$ cat config.mk
export PLATFORM = sky130hd
export DESIGN_NAME = sfr_decoder
export DESIGN_NICKNAME = d
export VERILOG_FILES = /design/src/rtl/sfr_pkg.sv /design/src/rtl/sfr_decoder.sv /design/src/rtl/monitor_mux.sv
export SDC_FILE = /design/constraint.sdc
export NUM_CORES = 1
export LEC_CHECK = 0
export BUFFER_PORTS_ARGS = -buffer_cell sky130_fd_sc_hd__buf_4
export CORE_ASPECT_RATIO = 1.5
export CORE_MARGIN = 8
export CORE_UTILIZATION = 44
export CTS_CLUSTER_DIAMETER = 30
export DETAILED_ROUTE_END_ITERATION = 8
export PLACE_DENSITY_LB_ADDON = 0.1
export REMOVE_ABC_BUFFERS = 1
export SLEW_MARGIN = 5
export SYNTH_ARGS = -nofsm -noshare
export SYNTH_HDL_FRONTEND = slang
export SYNTH_SLANG_ARGS = --single-unit
$ cat constraint.sdc
create_clock -name clock_in -period 2.8 [get_ports clock_in]
set_clock_uncertainty 0.1 [all_clocks]
set_input_delay 0.28 -clock clock_in [delete_from_list [all_inputs] [get_ports clock_in]]
set_output_delay 0.28 -clock clock_in [all_outputs]
set_load 0.05 [all_outputs]
$ cat src/rtl/sfr_pkg.sv
// Constants for the special-function command decoder of a 32-channel DAC.
// Assumes a 10 MHz core clock and a pre-framed command word from the interface.
`default_nettype none
package sfr_pkg;
	// ****************************************
	// Command fields
	// ****************************************
	localparam int unsigned FUNC_W = 5;
	localparam int unsigned PAYLOAD_W = 14;
	localparam logic [4:0] FN_NOP = 5'h00;
	localparam logic [4:0] FN_PWR_DOWN = 5'h08;
	localparam logic [4:0] FN_PWR_UP = 5'h09;
	localparam logic [4:0] FN_MON_SEL = 5'h0a;
	localparam logic [4:0] FN_CTRL = 5'h0c;
	localparam logic [4:0] FN_SOFT_RESET = 5'h0f;
	// ****************************************
	// Control register layout
	// ****************************************
	localparam int unsigned BIT_PD_STATE = 13;
	localparam int unsigned BIT_REF_LEVEL = 12;
	localparam int unsigned BIT_BOOST = 11;
	localparam int unsigned BIT_INT_REF = 10;
	localparam int unsigned BIT_MON_EN = 9;
	localparam int unsigned BIT_THERM_EN = 8;
	localparam int unsigned TOGGLE_LSB = 2;
	localparam logic [13:0] CTRL_MASK = 14'h3f3c;
	localparam logic [13:0] CTRL_RESET_BASE = 14'h2000;
	// ****************************************
	// Monitor select
	// ****************************************
	localparam int unsigned MON_LSB = 8;
	localparam logic [5:0] MON_ADDR_OFF = 6'h3f;
	localparam logic [5:0] MON_EXT_BASE = 6'h20;
	localparam logic [5:0] MON_EXT_LAST = 6'h23;
	// ****************************************
	// Timing
	// ****************************************
	localparam int unsigned CLK_MHZ = 10;
	localparam int unsigned PWR_UP_US = 8;
	localparam int unsigned SOFT_RESET_US = 135;
	localparam int unsigned PWR_UP_CYC = PWR_UP_US * CLK_MHZ;
	localparam int unsigned SOFT_RESET_CYC = SOFT_RESET_US * CLK_MHZ;
	localparam int unsigned TIMER_W = 11;
	typedef enum logic [1:0] {ST_IDLE, ST_WAKE, ST_RESET} seq_state_t;
endpackage : sfr_pkg
`default_nettype wire

$ cat src/rtl/sfr_decoder.sv
// Special-function command decoder and control register for a 32-channel DAC.
// Assumes the interface delivers one decoded command word per cmd_valid pulse.
`timescale 1ns/1ps
`default_nettype none
// Function
// - Both select bits zero choose functions
// - Code 01001 powers amplifiers and reference
// - Power-up exit takes 8 us; a thermal shutdown clears the cycle after the command once cooled
// - Power-down is hardware OR software OR thermal
// - Software power-down rejects register writes
// - Code 01111 resets registers to defaults
// - Soft reset clears DAC registers
// - Soft reset completes within 135 us
// - Code 01100 writes or reads control
// - Bit 13 selects power-down output load
// - Bit 12 selects reference level
// - Bit 11 enables amplifier boost
// - Bit 10 enables internal reference
// - Bit 9 enables monitor, else float
// - Bit 8 thermal shutdown above threshold
// - Power-up recovers only when cooled
// - Bits 7,6,1,0 ignored
// - Bits 5-2 enable group toggle
// - Group bits map eight channels each
// - Code 01010 loads six-bit monitor address
// - Address routes channels and external inputs
// - Address 63 floats monitor output
module sfr_decoder
	import sfr_pkg::*;
#(
	parameter logic REF_LEVEL_DEFAULT = 1'b1  // Supply variant reference default
) (
	input wire logic clock_in,                 // Core clock
	input wire logic resetn_in,                // Asynchronous reset, active low
	input wire logic cmd_valid_in,             // One-cycle command strobe
	input wire logic reg_select_hi_in,         // Register select high
	input wire logic reg_select_lo_in,         // Register select low
	input wire logic read_in,                  // Read when high
	input wire logic [4:0] function_address_in, // Function address
	input wire logic [13:0] command_payload_in, // Command payload
	input wire logic hw_power_down_in,         // Hardware power-down pin
	input wire logic over_temp_in,             // Die above 130 C
	output logic [13:0] readback_data_out,     // Control readback
	output logic readback_valid_out,           // One-cycle readback strobe
	output logic power_down_out,               // Effective power-down
	output logic pd_output_state_out,          // High-Z in power-down
	output logic ref_level_select_out,         // 2.5 V when high
	output logic amp_boost_out,                // Boost on
	output logic internal_ref_enable_out,      // Internal reference on
	output logic [3:0] toggle_group_enable_out, // Group toggle enables
	output logic [31:0] toggle_channel_enable_out, // Per-channel toggle
	output logic dac_clear_out,                // Clear DAC registers pulse
	output logic coef_reset_out,               // Restore m and c pulse
	output logic reset_busy_out,               // Soft reset in progress
	output logic [31:0] monitor_channel_sel_out, // Channel route
	output logic [3:0] monitor_ext_sel_out,    // External input route
	output logic monitor_output_oe_out         // Monitor output driven
);
	// ****************************************
	// Declarations
	// ****************************************
	logic [13:0] device_control_reg;       // Control register
	logic [5:0] monitor_source_select_reg; // Monitor address
	logic sw_pd_reg;                       // Software power-down
	logic thermal_pd_reg;                  // Thermal shutdown latch
	logic waking_reg;                      // Power-up exit in progress
	seq_state_t state_reg;                 // Sequencer state
	logic [TIMER_W-1:0] timer_reg;         // Sequencer counter
	logic sfr_cmd;                         // Special-function command taken
	logic wr_allowed;                      // Write not blocked
	logic [13:0] ctrl_reset_value;         // Default control word
	logic [TIMER_W-1:0] busy_len_reg; // Check helper: soft reset length so far
	logic [TIMER_W-1:0] wake_len_reg; // Check helper: power-up exit length so far

	// True when the function address equals this code; select bits not checked
	function automatic logic is_func(input logic [4:0] f, input logic [4:0] code);
		is_func = (f == code);
	endfunction : is_func

	assign ctrl_reset_value = CTRL_RESET_BASE | (14'(REF_LEVEL_DEFAULT) << BIT_REF_LEVEL);
	// Commands ignored while soft reset runs
	assign sfr_cmd = cmd_valid_in && !reg_select_hi_in && !reg_select_lo_in
		&& (state_reg != ST_RESET);
	assign wr_allowed = !sw_pd_reg;

	// ****************************************
	// Sequencer
	// ****************************************
	// Times power-up exit and soft reset
	always_ff @(posedge clock_in or negedge resetn_in) begin
		if (!resetn_in) begin
			state_reg <= ST_IDLE;
			timer_reg <= '0;
		end else begin
			case (state_reg)
				ST_IDLE: begin
					if (sfr_cmd && !read_in && is_func(function_address_in, FN_SOFT_RESET)) begin
						state_reg <= ST_RESET;
						timer_reg <= TIMER_W'(SOFT_RESET_CYC - 1);
					end else if (sfr_cmd && !read_in
						&& is_func(function_address_in, FN_PWR_UP)) begin
						state_reg <= ST_WAKE;
						timer_reg <= TIMER_W'(PWR_UP_CYC - 1);
					end
				end
				ST_WAKE: begin
					// Soft reset overrides a pending wake
					if (sfr_cmd && !read_in && is_func(function_address_in, FN_SOFT_RESET)) begin
						state_reg <= ST_RESET;
						timer_reg <= TIMER_W'(SOFT_RESET_CYC - 1);
					end else if (sfr_cmd && !read_in
						&& is_func(function_address_in, FN_PWR_UP)) begin
						// A repeated power-up restarts the full exit time
						timer_reg <= TIMER_W'(PWR_UP_CYC - 1);
					end else if (timer_reg == '0) begin
						state_reg <= ST_IDLE;
					end else begin
						timer_reg <= timer_reg - 1'b1;
					end
				end
				ST_RESET: begin
					if (timer_reg == '0) begin
						state_reg <= ST_IDLE;
					end else begin
						timer_reg <= timer_reg - 1'b1;
					end
				end
				default: begin
					state_reg <= ST_IDLE;
				end
			endcase
		end
	end

	// ****************************************
	// Power-down state
	// ****************************************
	// Software power-down and wake flag
	always_ff @(posedge clock_in or negedge resetn_in) begin
		if (!resetn_in) begin
			sw_pd_reg <= 1'b0;
			waking_reg <= 1'b0;
		end else begin
			if (state_reg == ST_RESET) begin
				sw_pd_reg <= 1'b0;
				waking_reg <= 1'b0;
			end else if (sfr_cmd && !read_in && is_func(function_address_in, FN_PWR_DOWN)) begin
				sw_pd_reg <= 1'b1;
				waking_reg <= 1'b0;
			end else if (sfr_cmd && !read_in && is_func(function_address_in, FN_PWR_UP)) begin
				waking_reg <= 1'b1;
			end else if (state_reg == ST_WAKE && timer_reg == '0 && waking_reg) begin
				// A power-down taken during the wake keeps the device down
				sw_pd_reg <= 1'b0;
				waking_reg <= 1'b0;
			end
		end
	end

	// Thermal shutdown latch; set wins over power-up
	always_ff @(posedge clock_in or negedge resetn_in) begin
		if (!resetn_in) begin
			thermal_pd_reg <= 1'b0;
		end else begin
			if (device_control_reg[BIT_THERM_EN] && over_temp_in) begin
				thermal_pd_reg <= 1'b1;
			end else if ((state_reg == ST_RESET)
				|| (sfr_cmd && !read_in && is_func(function_address_in, FN_PWR_UP))) begin
				thermal_pd_reg <= 1'b0;
			end
		end
	end

	// ****************************************
	// Registers
	// ****************************************
	// Control register write and soft reset
	always_ff @(posedge clock_in or negedge resetn_in) begin
		if (!resetn_in) begin
			device_control_reg <= CTRL_RESET_BASE | (14'(REF_LEVEL_DEFAULT) << BIT_REF_LEVEL);
		end else begin
			if (state_reg == ST_RESET) begin
				device_control_reg <= ctrl_reset_value;
			end else if (sfr_cmd && !read_in && wr_allowed
				&& is_func(function_address_in, FN_CTRL)) begin
				device_control_reg <= command_payload_in & CTRL_MASK;
			end
		end
	end

	// Monitor address write
	always_ff @(posedge clock_in or negedge resetn_in) begin
		if (!resetn_in) begin
			monitor_source_select_reg <= MON_ADDR_OFF;
		end else begin
			if (state_reg == ST_RESET) begin
				monitor_source_select_reg <= MON_ADDR_OFF;
			end else if (sfr_cmd && !read_in && wr_allowed
				&& is_func(function_address_in, FN_MON_SEL)) begin
				monitor_source_select_reg <= command_payload_in[13:MON_LSB];
			end
		end
	end

	// Readback path
	always_ff @(posedge clock_in or negedge resetn_in) begin
		if (!resetn_in) begin
			readback_data_out <= '0;
			readback_valid_out <= 1'b0;
		end else begin
			readback_valid_out <= 1'b0;
			if (sfr_cmd && read_in && is_func(function_address_in, FN_CTRL)) begin
				readback_data_out <= device_control_reg & CTRL_MASK;
				readback_valid_out <= 1'b1;
			end
		end
	end

	// Reset pulses to datapath
	always_ff @(posedge clock_in or negedge resetn_in) begin
		if (!resetn_in) begin
			dac_clear_out <= 1'b0;
			coef_reset_out <= 1'b0;
		end else begin
			dac_clear_out <= sfr_cmd && !read_in && is_func(function_address_in, FN_SOFT_RESET);
			coef_reset_out <= sfr_cmd && !read_in && is_func(function_address_in, FN_SOFT_RESET);
		end
	end

	// ****************************************
	// Outputs
	// ****************************************
	assign power_down_out = hw_power_down_in | sw_pd_reg | thermal_pd_reg;
	assign pd_output_state_out = device_control_reg[BIT_PD_STATE];
	assign ref_level_select_out = device_control_reg[BIT_REF_LEVEL];
	assign amp_boost_out = device_control_reg[BIT_BOOST];
	assign internal_ref_enable_out = device_control_reg[BIT_INT_REF];
	assign toggle_group_enable_out = device_control_reg[TOGGLE_LSB +: 4];
	assign reset_busy_out = (state_reg == ST_RESET);

	// Each group bit covers eight channels
	always_comb begin
		for (int g = 0; g < 4; g++) begin
			toggle_channel_enable_out[g*8 +: 8] = {8{toggle_group_enable_out[g]}};
		end
	end

	// Monitor route decoder
	monitor_mux u_monitor_mux (
		.addr_in(monitor_source_select_reg),
		.enable_in(device_control_reg[BIT_MON_EN]),
		.channel_sel_out(monitor_channel_sel_out),
		.ext_sel_out(monitor_ext_sel_out),
		.drive_out(monitor_output_oe_out)
	);

	// ****************************************
	// Check helpers
	// ****************************************
	// Counts cycles the soft reset has been running
	always_ff @(posedge clock_in or negedge resetn_in) begin
		if (!resetn_in) begin
			busy_len_reg <= '0;
		end else begin
			if (reset_busy_out) begin
				busy_len_reg <= busy_len_reg + 1'b1;
			end else begin
				busy_len_reg <= '0;
			end
		end
	end

	// Counts power-up exit cycles since the last power-up command was taken
	always_ff @(posedge clock_in or negedge resetn_in) begin
		if (!resetn_in) begin
			wake_len_reg <= '0;
		end else begin
			if (sfr_cmd && !read_in && is_func(function_address_in, FN_PWR_UP)) begin
				wake_len_reg <= '0;
			end else if (waking_reg) begin
				wake_len_reg <= wake_len_reg + 1'b1;
			end
		end
	end

	// ****************************************
	// Checks
	// ****************************************
	a_soft_reset_time: assert property (@(posedge clock_in) disable iff (!resetn_in)
		reset_busy_out |-> busy_len_reg < TIMER_W'(SOFT_RESET_CYC))
		else $error("soft reset runs too long");
	a_pd_or: assert property (@(posedge clock_in) disable iff (!resetn_in)
		hw_power_down_in |-> power_down_out)
		else $error("hardware power-down not honoured");
	a_wake_delay: assert property (@(posedge clock_in) disable iff (!resetn_in)
		($fell(sw_pd_reg) && !reset_busy_out) |-> wake_len_reg == TIMER_W'(PWR_UP_CYC))
		else $error("power-up exit not 8 us");
	a_pd_blocks_write: assert property (@(posedge clock_in) disable iff (!resetn_in)
		(sw_pd_reg && state_reg != ST_RESET) |=> $stable(device_control_reg))
		else $error("write during power-down");
	a_ctrl_write: assert property (@(posedge clock_in) disable iff (!resetn_in)
		(sfr_cmd && !read_in && !sw_pd_reg && function_address_in == FN_CTRL)
		|=> device_control_reg == ($past(command_payload_in) & 14'h3f3c))
		else $error("control write lost");
	a_readback_zero: assert property (@(posedge clock_in) disable iff (!resetn_in)
		readback_valid_out |-> (readback_data_out & 14'h00c3) == 14'h0000)
		else $error("readback unused bits set");
	a_thermal_trip: assert property (@(posedge clock_in) disable iff (!resetn_in)
		(device_control_reg[BIT_THERM_EN] && over_temp_in) |=> power_down_out)
		else $error("thermal shutdown missed");
	a_mon_float: assert property (@(posedge clock_in) disable iff (!resetn_in)
		(monitor_source_select_reg == 6'h3f || !device_control_reg[BIT_MON_EN])
		|-> !monitor_output_oe_out)
		else $error("monitor driven when off");
	a_reset_default: assert property (@(posedge clock_in) disable iff (!resetn_in)
		$fell(reset_busy_out) |-> device_control_reg == ctrl_reset_value)
		else $error("soft reset default wrong");
	a_clear_pulse: assert property (@(posedge clock_in) disable iff (!resetn_in)
		(sfr_cmd && !read_in && function_address_in == FN_SOFT_RESET)
		|=> (dac_clear_out && coef_reset_out))
		else $error("soft reset pulses missing");
	a_readback_value: assert property (@(posedge clock_in) disable iff (!resetn_in)
		(sfr_cmd && read_in && function_address_in == FN_CTRL)
		|=> (readback_valid_out && readback_data_out == ($past(device_control_reg) & 14'h3f3c)))
		else $error("control readback wrong");
	a_mon_write: assert property (@(posedge clock_in) disable iff (!resetn_in)
		(sfr_cmd && !read_in && !sw_pd_reg && function_address_in == FN_MON_SEL)
		|=> {monitor_source_select_reg, 8'h00} == ($past(command_payload_in) & 14'h3f00))
		else $error("monitor address write lost");
	a_hot_hold: assert property (@(posedge clock_in) disable iff (!resetn_in)
		(device_control_reg[BIT_THERM_EN] && over_temp_in) |=> thermal_pd_reg)
		else $error("power-up cleared shutdown while hot");
	a_mon_blocked: assert property (@(posedge clock_in) disable iff (!resetn_in)
		(sw_pd_reg && state_reg != ST_RESET) |=> $stable(monitor_source_select_reg))
		else $error("monitor write during power-down");
	a_cmd_ignored: assert property (@(posedge clock_in) disable iff (!resetn_in)
		(cmd_valid_in && (reg_select_hi_in || reg_select_lo_in) && state_reg != ST_RESET)
		|=> $stable(device_control_reg))
		else $error("non-special command changed control");
endmodule : sfr_decoder
`default_nettype wire

$ cat src/rtl/monitor_mux.sv
// Monitor source decoder: maps the six-bit monitor address to a one-hot route.
// Assumes the analogue switch matrix outside acts on the select bits.
`timescale 1ns/1ps
`default_nettype none
module monitor_mux
	import sfr_pkg::*;
(
	input wire logic [5:0] addr_in,       // Stored monitor address
	input wire logic enable_in,           // Monitor enable control bit
	output logic [31:0] channel_sel_out,  // One-hot channel route
	output logic [3:0] ext_sel_out,       // One-hot external input route
	output logic drive_out                // Monitor output driven
);
	// ****************************************
	// Address decode
	// ****************************************
	always_comb begin
		channel_sel_out = '0;
		ext_sel_out = '0;
		// Channels 0 to 31
		if (enable_in && !addr_in[5]) begin
			channel_sel_out[addr_in[4:0]] = 1'b1;
		end
		// External inputs 1 to 4
		if (enable_in && addr_in >= MON_EXT_BASE && addr_in <= MON_EXT_LAST) begin
			ext_sel_out[addr_in[1:0]] = 1'b1;
		end
	end
	// Undefined codes still drive; disabled or code 63 floats
	assign drive_out = enable_in && (addr_in != MON_ADDR_OFF);
endmodule : monitor_mux
`default_nettype wire

# Yosys cells after proc, flatten, opt, wreduce, memory -nomap -nowiden
# Cells that the tools add are included.
[totals]
out_inout_bits = 96
inputBits = 27
word_cells = 101
regBits = 48
[classes]
addsub = 1
magnitude_cmp = 6
n_reduce_logical = 38
n_mux = 32
eq_ne = 12
bitwise_logic = 2
[ops]
columns = ["cell", "count"]
rows = [
  ["$mux 11", 5],
  ["$pmux 11 s3", 1],
  ["$mux 32", 1],
  ["$mux 14", 2],
  ["$eq 5x4->1 const B", 5],
  ["$logic_and 1x1->1", 21],
  ["$mux 1", 12],
  ["$mux 6", 2],
  ["$logic_not 11->1", 1],
  ["$sub 11x1->11 const B", 1],
  ["$mux 2", 5],
  ["$ne 3x3->1 const B", 3],
  ["$ge 6x6->1 const B", 1],
  ["$le 6x6->1 const B", 1],
  ["$lt 5x6->1 const B", 1],
  ["$ne 6x6->1 const B", 1],
  ["$pmux 2 s3", 1],
  ["$reduce_and 2->1", 3],
  ["$reduce_bool 2->1", 3],
  ["$reduce_bool 3->1", 2],
  ["$demux 1 s5", 1],
  ["$ge 5x1->1 const B", 1],
  ["$logic_not 1->1", 5],
  ["$mux 4", 1],
  ["other kinds (10)", 11],
]

# Longest topological paths before layout
# Gate-level depths: netlist of the first run.
[logic_depth]
ltp_word = 9
mapped_depth = 10
ltp_nobuf = 9

# Cells and area by module
# A second synthesis of the first run with hierarchy kept.
[hier_totals]
cells_unflattened = 339
hier_area_um2 = 3020.4
[by_module_without_submodules]
columns = ["mod", "cells_per_inst", "seq_area_each_um2", "instances", "area_per_inst_um2"]
rows = [
  ["sfr_decoder", 280, 1111.1, 1, 2696.3],
  ["monitor_mux", 59, 0.0, 1, 324.1],
]

# Least setup slack after synthesis of the first run
# OpenSTA, ideal clock, no wires.
[synth_path]
path_type = "reg-to-reg"
start = "register state_reg[0]"
end = "register device_control_reg[11]"
period_less_slack_ns = 2.978
t_required_ns = 2.574
path_buffers = 2
stages_incl_launch_ff = 9
setup_ns = 0.126
arrival_ns = 2.751
path_slack_ns = -0.178
cell_sequence = "dfrtp_1 inv_1 ha_1 or4b_1 clkbuf_1 or4_4 nor4b_4 buf_6 o21ai_0"
[synth_via]
elab_cells_between_ends = 8
cone_classes = "2 x eq/ne; 1 x mux; 5 x reduce/logical"
[synth_rtl]
columns = ["element", "line_no", "source"]
rows = [
  ["start, declared", "sfr_decoder.sv:67", "seq_state_t state_reg;"],
  ["start signal, assigned", "sfr_decoder.sv:92", "state_reg <= ST_IDLE;"],
  ["start signal, assigned", "sfr_decoder.sv:98", "state_reg <= ST_RESET;"],
  ["start signal, assigned", "sfr_decoder.sv:102", "state_reg <= ST_WAKE;"],
  ["$eq 2x2->1 (*)", "-", ""],
  ["net reset_busy_out", "sfr_decoder.sv:54", "output logic reset_busy_out,"],
  ["$mux 14 / $reduce_bool 2->1 (equally long branches)", "-", ""],
  ["end signal, assigned", "sfr_decoder.sv:180", "device_control_reg <= CTRL_RESET_BASE | (14'(REF_LEVEL_DEFAULT) << BIT_REF_LEVEL);"],
  ["end signal, assigned", "sfr_decoder.sv:183", "device_control_reg <= ctrl_reset_value;"],
  ["end signal, assigned", "sfr_decoder.sv:186", "device_control_reg <= command_payload_in & CTRL_MASK;"],
  ["end, declared", "sfr_decoder.sv:62", "logic [13:0] device_control_reg;"],
]
# Mark *: on every way through the listed nets, which the timed path passes. The rest lies on a longest branch.
# A chain may end at the register's enable or synchronous reset.

# Worst setup path in the final report of the first run
[layout_path]
start = "register state_reg[1]"
end = "register device_control_reg[12]"
[layout_via]
elab_chain_cells = 6
elab_cells_between_ends = 8
cone_classes = "2 x eq/ne; 1 x mux; 5 x reduce/logical"
[layout_lines]
columns = ["element", "line_no", "source"]
rows = [
  ["$ne 2x2->1", "sfr_decoder.sv:83", "&& (state_reg != ST_RESET);"],
  ["$logic_and 1x1->1", "sfr_decoder.sv:83", ""],
  ["$logic_and 1x1->1", "-", ""],
  ["$logic_and 1x1->1", "sfr_decoder.sv:184", "end else if (sfr_cmd && !read_in && wr_allowed"],
  ["$logic_and 1x1->1", "sfr_decoder.sv:185", "&& is_func(function_address_in, FN_CTRL)) begin"],
  ["$reduce_bool 2->1 (no line)", "-", ""],
]
# Parallel ways exist; a longest one is shown, timed or not.

==> results, run 1 <==
- TritonCTS built the clock tree.
- The minimum clock period after layout is between 2 and 3 ns.
- The final weighted congestion in routability-driven placement is between 0.8 and 0.9.
- In this run the power density over the cells is 1010 nW/um2.
- The number of cell instances on the worst register-to-register path is 7.
- Clock tree synthesis found a total of 44 sinks.
- For this configuration, the core starts out at a cell density of 0.449.
- The filler-free cell count of the finished design is 501.
- At the pin with the least slew margin, the transition time is around 0.55 ns.
- The maximum root-to-sink buffer count is 2.
- After synthesis, the cell types taking the most area are sky130_fd_sc_hd__dfrtp_1 (31%), sky130_fd_sc_hd__buf_4 (11%), sky130_fd_sc_hd__nor2_1 (7.4%), sky130_fd_sc_hd__dfstp_2 (7.3%), sky130_fd_sc_hd__o21ai_0 (5.0%).
- The number of nets in the layout is 456.
- The repair_antennas step left the layout with diodes totalling 0.
- At the end of the flow the core is filled with cells to 0.578.
- The floorplan row count is 36.
- The worst register-to-register path begins at state_reg[1].
- The signal arrival time at the worst endpoint is roughly 2.8 ns.
- Yosys mapped a number of flops with a built-in enable equal to 0.
- The core region is between 6000 and 7000 um2.
- The flow ran to the end, and the final reports show no timing, DRC or antenna violations.
- For met1 alone, demand over resource in global routing was 0.176.
- The global route total overflow is 0.
- The worst hold margin is between 0.08 and 0.09 ns.
- The global-route met3 utilization is 0.0313.
- The cell count after synthesis came out at roughly 340.
- In this run the most critical hold path is launched from command_payload_in[4].
- The number of design rule violations left after detail routing is 0.
- The routed design has around 8 mm of wire.
- The count of H-tree levels built during CTS is 2.
- The maximum operating frequency is 380 MHz.
- The layer with the highest usage after global routing is met2.
- The routed layout has 2,590 vias.
- The maximum fanout encountered on the critical timing path is 19.
- Once detail routing completed, the nets flagged for antenna violations numbered 0.
- In this run the static leakage power is approximately 1.8 nW.
- After synthesis the cells add up to between 2000 and 3000 um2.
- The final-report hold violation count is 0.
- The most common cell in the synthesized netlist is sky130_fd_sc_hd__nor2_1.
- The layout has 588 filler cells.
- For this run, the register share of the synthesized area comes to 0.384.
- For hold timing, the worst endpoint is device_control_reg[4].
- The area of the die is about 9500 um2.
- The width of the die is 82.2 um.
- The pin count of the biggest net entering global routing is 45.
- roughly 120 I/O pins were placed.
- The aggregate global-route resource usage is 0.166.
- The number of antenna violations at the first check in global routing came to 0.
- The number of design-rule violations left by the first detailed-router iteration is ~120.
- The number of flip-flops in the largest register is 11.
- Dividing the final minimum period by the clock period gives 0.941.
- The total CTS buffers is 5.
- The clock transition time at the flip-flop clock pins of the worst setup and hold paths is around 0.090 ns.
- The worst setup path is captured at a flop.
- The tree is rooted in a sky130_fd_sc_hd__clkbuf_8.
- In the final routed layout, each cell accounts on average for approximately 16 um.
- The placed instance count is roughly 490.
- The critical path is of the reg -> reg type.
- The most area-hungry cell type in the Yosys netlist is sky130_fd_sc_hd__dfrtp_1.
- The netlist uses 53 different library cells.
- The die is 115 um tall.
- The number of optimization iterations in the first detailed-route pass is 4.
- Of the post-synthesis cell area, the dominant cell type holds 0.311.
- The number of max-slew violations in the final report is 0.
- The most used flip-flop cell after synthesis is sky130_fd_sc_hd__dfrtp_1.
- The share of layout cells above drive strength 1 is 0.388.
- The worst hold-check path type is in -> reg.
- The worst slew slack as a fraction of its limit is 0.632.
- Setup slack on the worst reg-to-reg path comes out at ~0.17 ns.
- STA classifies the critical path startpoint as a flop.
- Counting instances, the worst hold path has a depth of 3.
- The count of warnings emitted by yosys is 0.
- The number of synthesized register bits is 44.
- A synthesized cell averages 8.46 um2.
- Setup repair after global routing left no endpoint under its margin.
- The endpoint required time on the critical path is a little under 3 ns.
- The async set or reset register ratio after synthesis is 1.00.
- After synthesis, the most frequently instantiated cells are sky130_fd_sc_hd__nor2_1 (57), sky130_fd_sc_hd__buf_4 (41), sky130_fd_sc_hd__nand2_1 (38), sky130_fd_sc_hd__dfrtp_1 (36), sky130_fd_sc_hd__o21ai_0 (29).
- For met2 alone, demand over resource in global routing was 0.307.
- The layout overhead on the synthesized area is 28.7%.
- The setup-violating endpoint count in the final report is 0.
- The clock reaches the later pin of the worst-skew pair after 0.30 ns.
- The number of port buffers is approximately 110.
- The first-pass GRT wire length is between 10 and 15 mm.
- The post-detailed-route via-to-cell ratio is approximately 5.2.
- Once the clock tree was built, the setup fixing pass inserted 0 buffers.
- The endpoint of the most critical register-to-register path is device_control_reg[12].
- The number of max-cap violations is 0.
- The via count of the first global-routing pass is between 2,000 and 3,000.
- Detailed placement finished with a half-perimeter wire length of 6.11 mm.
- The worst-case vdd ir drop is 0.782 mV.
==> layout by cell type (no fill, tap or decap), types with 6 or more instances in the layout <==
cell / synthesis / layout
sky130_fd_sc_hd__dfrtp_1: 36 / 36
sky130_fd_sc_hd__o21ai_0: 29 / 29
sky130_fd_sc_hd__nand2_1: 38 / 38
sky130_fd_sc_hd__nand3b_1: 7 / 7
sky130_fd_sc_hd__nor3_1: 16 / 16
sky130_fd_sc_hd__dfstp_2: 8 / 8
sky130_fd_sc_hd__or3_1: 6 / 6
sky130_fd_sc_hd__buf_4: 41 / 127
sky130_fd_sc_hd__mux2_2: 11 / 11
sky130_fd_sc_hd__inv_1: 8 / 7
sky130_fd_sc_hd__nor2_1: 57 / 57
==> logic make-up (layout without fill, tap and decap cells) <==
family	Yosys count	count (layout)	synth area share
xor+xnor	1	1	0.00303
compound gates	55	55	0.119
simple gates	156	156	0.274
mux	15	15	0.0566
other cells	1	4	0.00130
flops	44	44	0.384
fa+ha+maj	5	5	0.0216
buf+inv	65	145	0.140
==> layer usage <==
layer	part of all wire	routed length, um	up-vias
li1	-	-	1301
met1	0.35	2770	1226
met2	0.57	4480	54
met3	0.060	475	9
met4	0.017	134	0
met5	0	0	-
==> through the flow <==
stage	area [um2]	worst slack [ns]	power [mW]	TNS, ns
final	3720	0.165	3.78	0
after global routing	3720	0.0375	3.98	0
after CTS	3720	0.151	3.82	0
after detailed placement	3600	0.162	3.31	0
after global placement	3600	0.189	3.28	0
after floorplan	2530	-0.869	2.55	-31.02
==> report_power, final <==
part	total, mW	switching, mW	leakage [nW]	internal [mW]
Sequential	0.987	0.189	0.543	0.798
Combinational	2.29	1.64	1.17	0.653
Clock	0.502	0.234	0.0548	0.269
==> repair_timing <==
| action | CTS | global route |
|---|---|---|
| endpoints found under the hold margin | 36 | 0 |
| setup endpoints to repair | 0 | 1 |
| gates resized for setup | 0 | 1 |
| hold buffers | 1 | 0 |
==> cell type report <==
type	count	area, um2	area share
Inverter	8	30.0	0.00806
Timing Repair Buffer	129	983	0.264
Tap cell	76	95.1	0.0255
Multi-Input combinational cell	236	1390	0.373
Sequential cell	44	1110	0.298
Clock inverter	3	46.3	0.0124
Clock buffer	5	68.8	0.0185
==> critical path, stage by stage (launching register included) <==
cell and delay, ns:
sky130_fd_sc_hd__dfrtp_1 0.43, sky130_fd_sc_hd__ha_1 0.23, sky130_fd_sc_hd__or4b_1 0.57, sky130_fd_sc_hd__or4_4 0.52, sky130_fd_sc_hd__nor4b_4 0.27, sky130_fd_sc_hd__buf_12 0.19
sky130_fd_sc_hd__mux2i_1 0.18, sky130_fd_sc_hd__nand2_1 0.07
==> worst max-delay path by stage <==
stage                               start                endpoint  slack, ns  cells past startpoint
floorplan           device_control_reg[2]    readback_data_out[2]      -0.87                      1
global route                 state_reg[1]  device_control_reg[12]       0.04                      7
finish                       state_reg[1]  device_control_reg[12]       0.17                      7
global placement             state_reg[1]  device_control_reg[12]       0.19                      7
CTS                          state_reg[1]  device_control_reg[12]       0.15                      7
detailed placement           state_reg[1]  device_control_reg[12]       0.16                      7
No activity file was read; power rests on OpenSTA's default activity.
==> inputs of run 2 (changes only) <==
--- a/config.mk
+++ b/config.mk
@@ -11,6 +11,7 @@
 export CORE_UTILIZATION = 44
 export CTS_CLUSTER_DIAMETER = 30
 export DETAILED_ROUTE_END_ITERATION = 8
+export GPL_TIMING_DRIVEN = 0
 export PLACE_DENSITY_LB_ADDON = 0.1
 export REMOVE_ABC_BUFFERS = 1
 export SLEW_MARGIN = 5
==> constraint.sdc (replaced) <==
create_clock -name clock_in -period 2.8 [get_ports clock_in]
set_clock_uncertainty 0.1 [all_clocks]
set_input_delay 0.14 -clock clock_in [delete_from_list [all_inputs] [get_ports clock_in]]
set_output_delay 0.14 -clock clock_in [all_outputs]
set_load 0.05 [all_outputs]
==> run 2 against run 1 <==
Against the previous run:
- utilization rose by 2.1 points
- non-clock buffer count increased by 5
- count of clock-buffer cells in the layout is the same
- flip-flop and latch count unchanged
- total power is 0.46% higher
- first-iteration DRC count increased by 14%
- via count grew 3.7%
- critical path depth is the same
- highest routed layer unchanged
- combinational power barely moved
- routed wire length grew 5.5%
==> results, run 2 (synthesized netlist as in run 1, its figures left out) <==
- The H-tree generated during clock tree synthesis spans 2 levels.
- The setup-violating endpoint count in the final report is 0.
- Entering global routing, the biggest net connects 45 pins.
- The aggregate global-route resource usage is 0.174.
- The worst-skew pair later-pin latency is between 0.2 and 0.3 ns.
- The starting density of the core is 0.449.
- Buffers inserted during clock tree synthesis total 5.
- The standard cell core area is 6440 um2.
- The maximum root-to-sink buffer count is 2.
- STA puts the critical path data required time at between 2 and 3 ns.
- The final weighted congestion in routability-driven placement is approximately 0.82.
- The first-pass GRT wire length is 13.2 mm.
- The tool flagged a number of max-cap violations equal to 0.
- The antenna diode count is 0.
- The layout overhead on the synthesized area is 33.4%.
- In this run the tool buffered the top-level ports with 114 buffer cells.
- The number of design-rule violations left by the first detailed-router iteration is 131.
- The count of nets left with antenna violations once routing finished came out at 0.
- The cell with the biggest individual delay on the critical path is sky130_fd_sc_hd__or4b_4.
- The number of max-slew violations in the final report is 0.
- The worst-margin pin slew is just under 1 ns.
- In the layout the commonest cells are sky130_fd_sc_hd__buf_4 (120), sky130_fd_sc_hd__nor2_1 (56), sky130_fd_sc_hd__nand2_1 (38).
- The number of design rule violations left after detail routing is 0.
- The detailed-route wire length per cell is approximately 16 um.
- The number of flip-flops in the largest register is 11.
- Global routing finished with a remaining overflow of 0.
- The detailed-route wire length is 8.29 mm.
- The via count of the first global-routing pass came to 2,610.
- The completed layout was analyzed and its total power is about 3.8 mW.
- The root buffer cell chosen for the clock tree is sky130_fd_sc_hd__clkbuf_8.
- The worst-case IR drop observed on VDD is 0.719 mV.
- The power per unit of standard cell area is approximately 980 nW/um2.
- The placed cell area is 3490 um2.
- Measured along the y axis, the die boundary spans 115 um.
- The worst setup path is of the reg -> reg kind.
- Headroom to the max-slew limit came out at 0.331.
- After clock tree synthesis, the clock-pin slew on the worst setup and hold paths is approximately 0.090 ns.
- During I/O placement, the number of pins put on the boundary was 123.
- The floorplan step defined a die boundary enclosing between 9000 and 10,000 um2.
- The maximum fanout encountered on the critical timing path is 13.
- The kind of cell with the highest combined delay on the critical path is simple AND/OR/NAND/NOR gates.
- The pre-antenna-repair detailed-routing pass consisted of 4 iterations.
- The post-detailed-route via-to-cell ratio is ~5.3.
- For this run, the post-layout net count is approximately 460.
- The critical path startpoint category is a flop.
- The endpoint kind of the worst setup timing path is a flop.
- The count of clock tree sinks is 44.
- The min-delay analysis places its worst path in the category in -> reg.
- The signal on the critical path passes through ha_4 > or4b_4 > or4_4 > nor4b_4 > buf_12 > mux2i_1 > nand2_1.
- The number of antenna violations at the first check in global routing is 0.
- The minimum clock period after layout is approximately 2.7 ns.
- In the finished design, the share of the clock period the worst path needs comes to 0.960.
- The wire-length estimate of the detail-placed layout is 6.09 mm.
- The width of the die is 82.2 um.
- Setup repair after global routing left no endpoint under its margin.
- The CTS tree is done.
- Leaving out fill and tap cells, the most frequent cell in the layout is sky130_fd_sc_hd__buf_4.
- The final design area excluding fillers is approximately 3900 um2.
- The detailed router placed between 2,000 and 3,000 vias in this run.
- The floorplan row count is 36.
- The post-layout utilization of the core is 0.599.
- The buffering stage count on the worst path with inverters included is 1.
- The final-report hold violation count is 0.
- The run finished with clean final reports.
- The cell leakage power is ~1.8 nW.
- The maximum operating frequency is 372 MHz.
- The signal arrival time at the worst endpoint is approximately 2.8 ns.
- The share of layout cells above drive strength 1 is 0.385.
- The biggest cell delay along the critical path is between 0.6 and 0.7 ns.
run 2: cell types whose count changed in the layout (fill, tap and decap cells not counted), moves of 2 or more:
| cell | before | now |
|---|---|---|
| sky130_fd_sc_hd__clkinv_4 | 0 | 2 |
| sky130_fd_sc_hd__dfrtp_1 | 36 | 34 |
| sky130_fd_sc_hd__buf_4 | 127 | 120 |
| sky130_fd_sc_hd__dlygate4sd3_1 | 1 | 12 |
| sky130_fd_sc_hd__dfrtp_2 | 0 | 2 |
run 2: through the flow:
| step | TNS (ns) | cells | hold slack (ns) | setup WS [ns] |
|---|---|---|---|---|
| 3_3_place_gp | -18.71 | 478 | 0.0744 | -0.644 |
| 2_1_floorplan | -25.98 | 288 | -0.256 | -0.869 |
| 4_1_cts | 0 | 501 | 0.0738 | 0.00950 |
| 5_1_grt | 0 | 507 | 0.105 | 0.0126 |
| 6_report | 0 | 507 | 0.0956 | 0.113 |
| 3_5_place_dp | -18.38 | 478 | 0.0741 | -0.678 |
run 2: path summary, 6_finish.rpt:
path                            cells past startpoint         start                endpoint  slack (ns)
worst max register to register                      7  state_reg[1]  device_control_reg[12]        0.11
worst min register to register                      2  timer_reg[6]            timer_reg[6]        0.40
min in group asynchronous                           2     resetn_in   readback_data_out[13]        0.29
worst min-delay path                                3       read_in               sw_pd_reg         0.1
max in group asynchronous                           2     resetn_in            state_reg[0]        1.89
worst max-delay path                                7  state_reg[1]  device_control_reg[12]        0.11
run 2: worst register-to-register path, stage by stage (launching register included):
cell and delay [ns]:
sky130_fd_sc_hd__dfrtp_2 0.45, sky130_fd_sc_hd__ha_4 0.24, sky130_fd_sc_hd__or4b_4 0.61, sky130_fd_sc_hd__or4_4 0.52, sky130_fd_sc_hd__nor4b_4 0.27, sky130_fd_sc_hd__buf_12 0.17
sky130_fd_sc_hd__mux2i_1 0.18, sky130_fd_sc_hd__nand2_1 0.06
run 2: timing repair:
item	in CTS	in global routing
buffers inserted	2	6
pin swaps	2	2
hold buffers	12	0
hold endpoints to repair	53	0
gates cloned	1	0
setup endpoints to repair	42	7
resized for setup	7	2
run 2: layout make-up:
class	count	area (um2)
clock buffer	5	68.8
clock inverter	3	47.5
fill	590	2580
inverter	8	30.0
multi-input combinational	237	1450
sequential	44	1110
tap	76	95.1
timing repair buffer	134	1060
run 2: where the power goes:
| part | total (mW) | switching [mW] | internal, mW |
|---|---|---|---|
| clock network | 0.496 | 0.227 | 0.269 |
| registers | 0.989 | 0.190 | 0.799 |
| logic | 2.31 | 1.66 | 0.652 |
| total | 3.80 | 2.08 | 1.72 |
run 2: metal layers:
layer	up-vias	routed length (um)	GRT usage
li1	1318	-	-
met1	1280	3000	0.190
met2	74	4650	0.315
met3	14	428	0.0321
met4	0	207	0.0682
met5	-	0	0
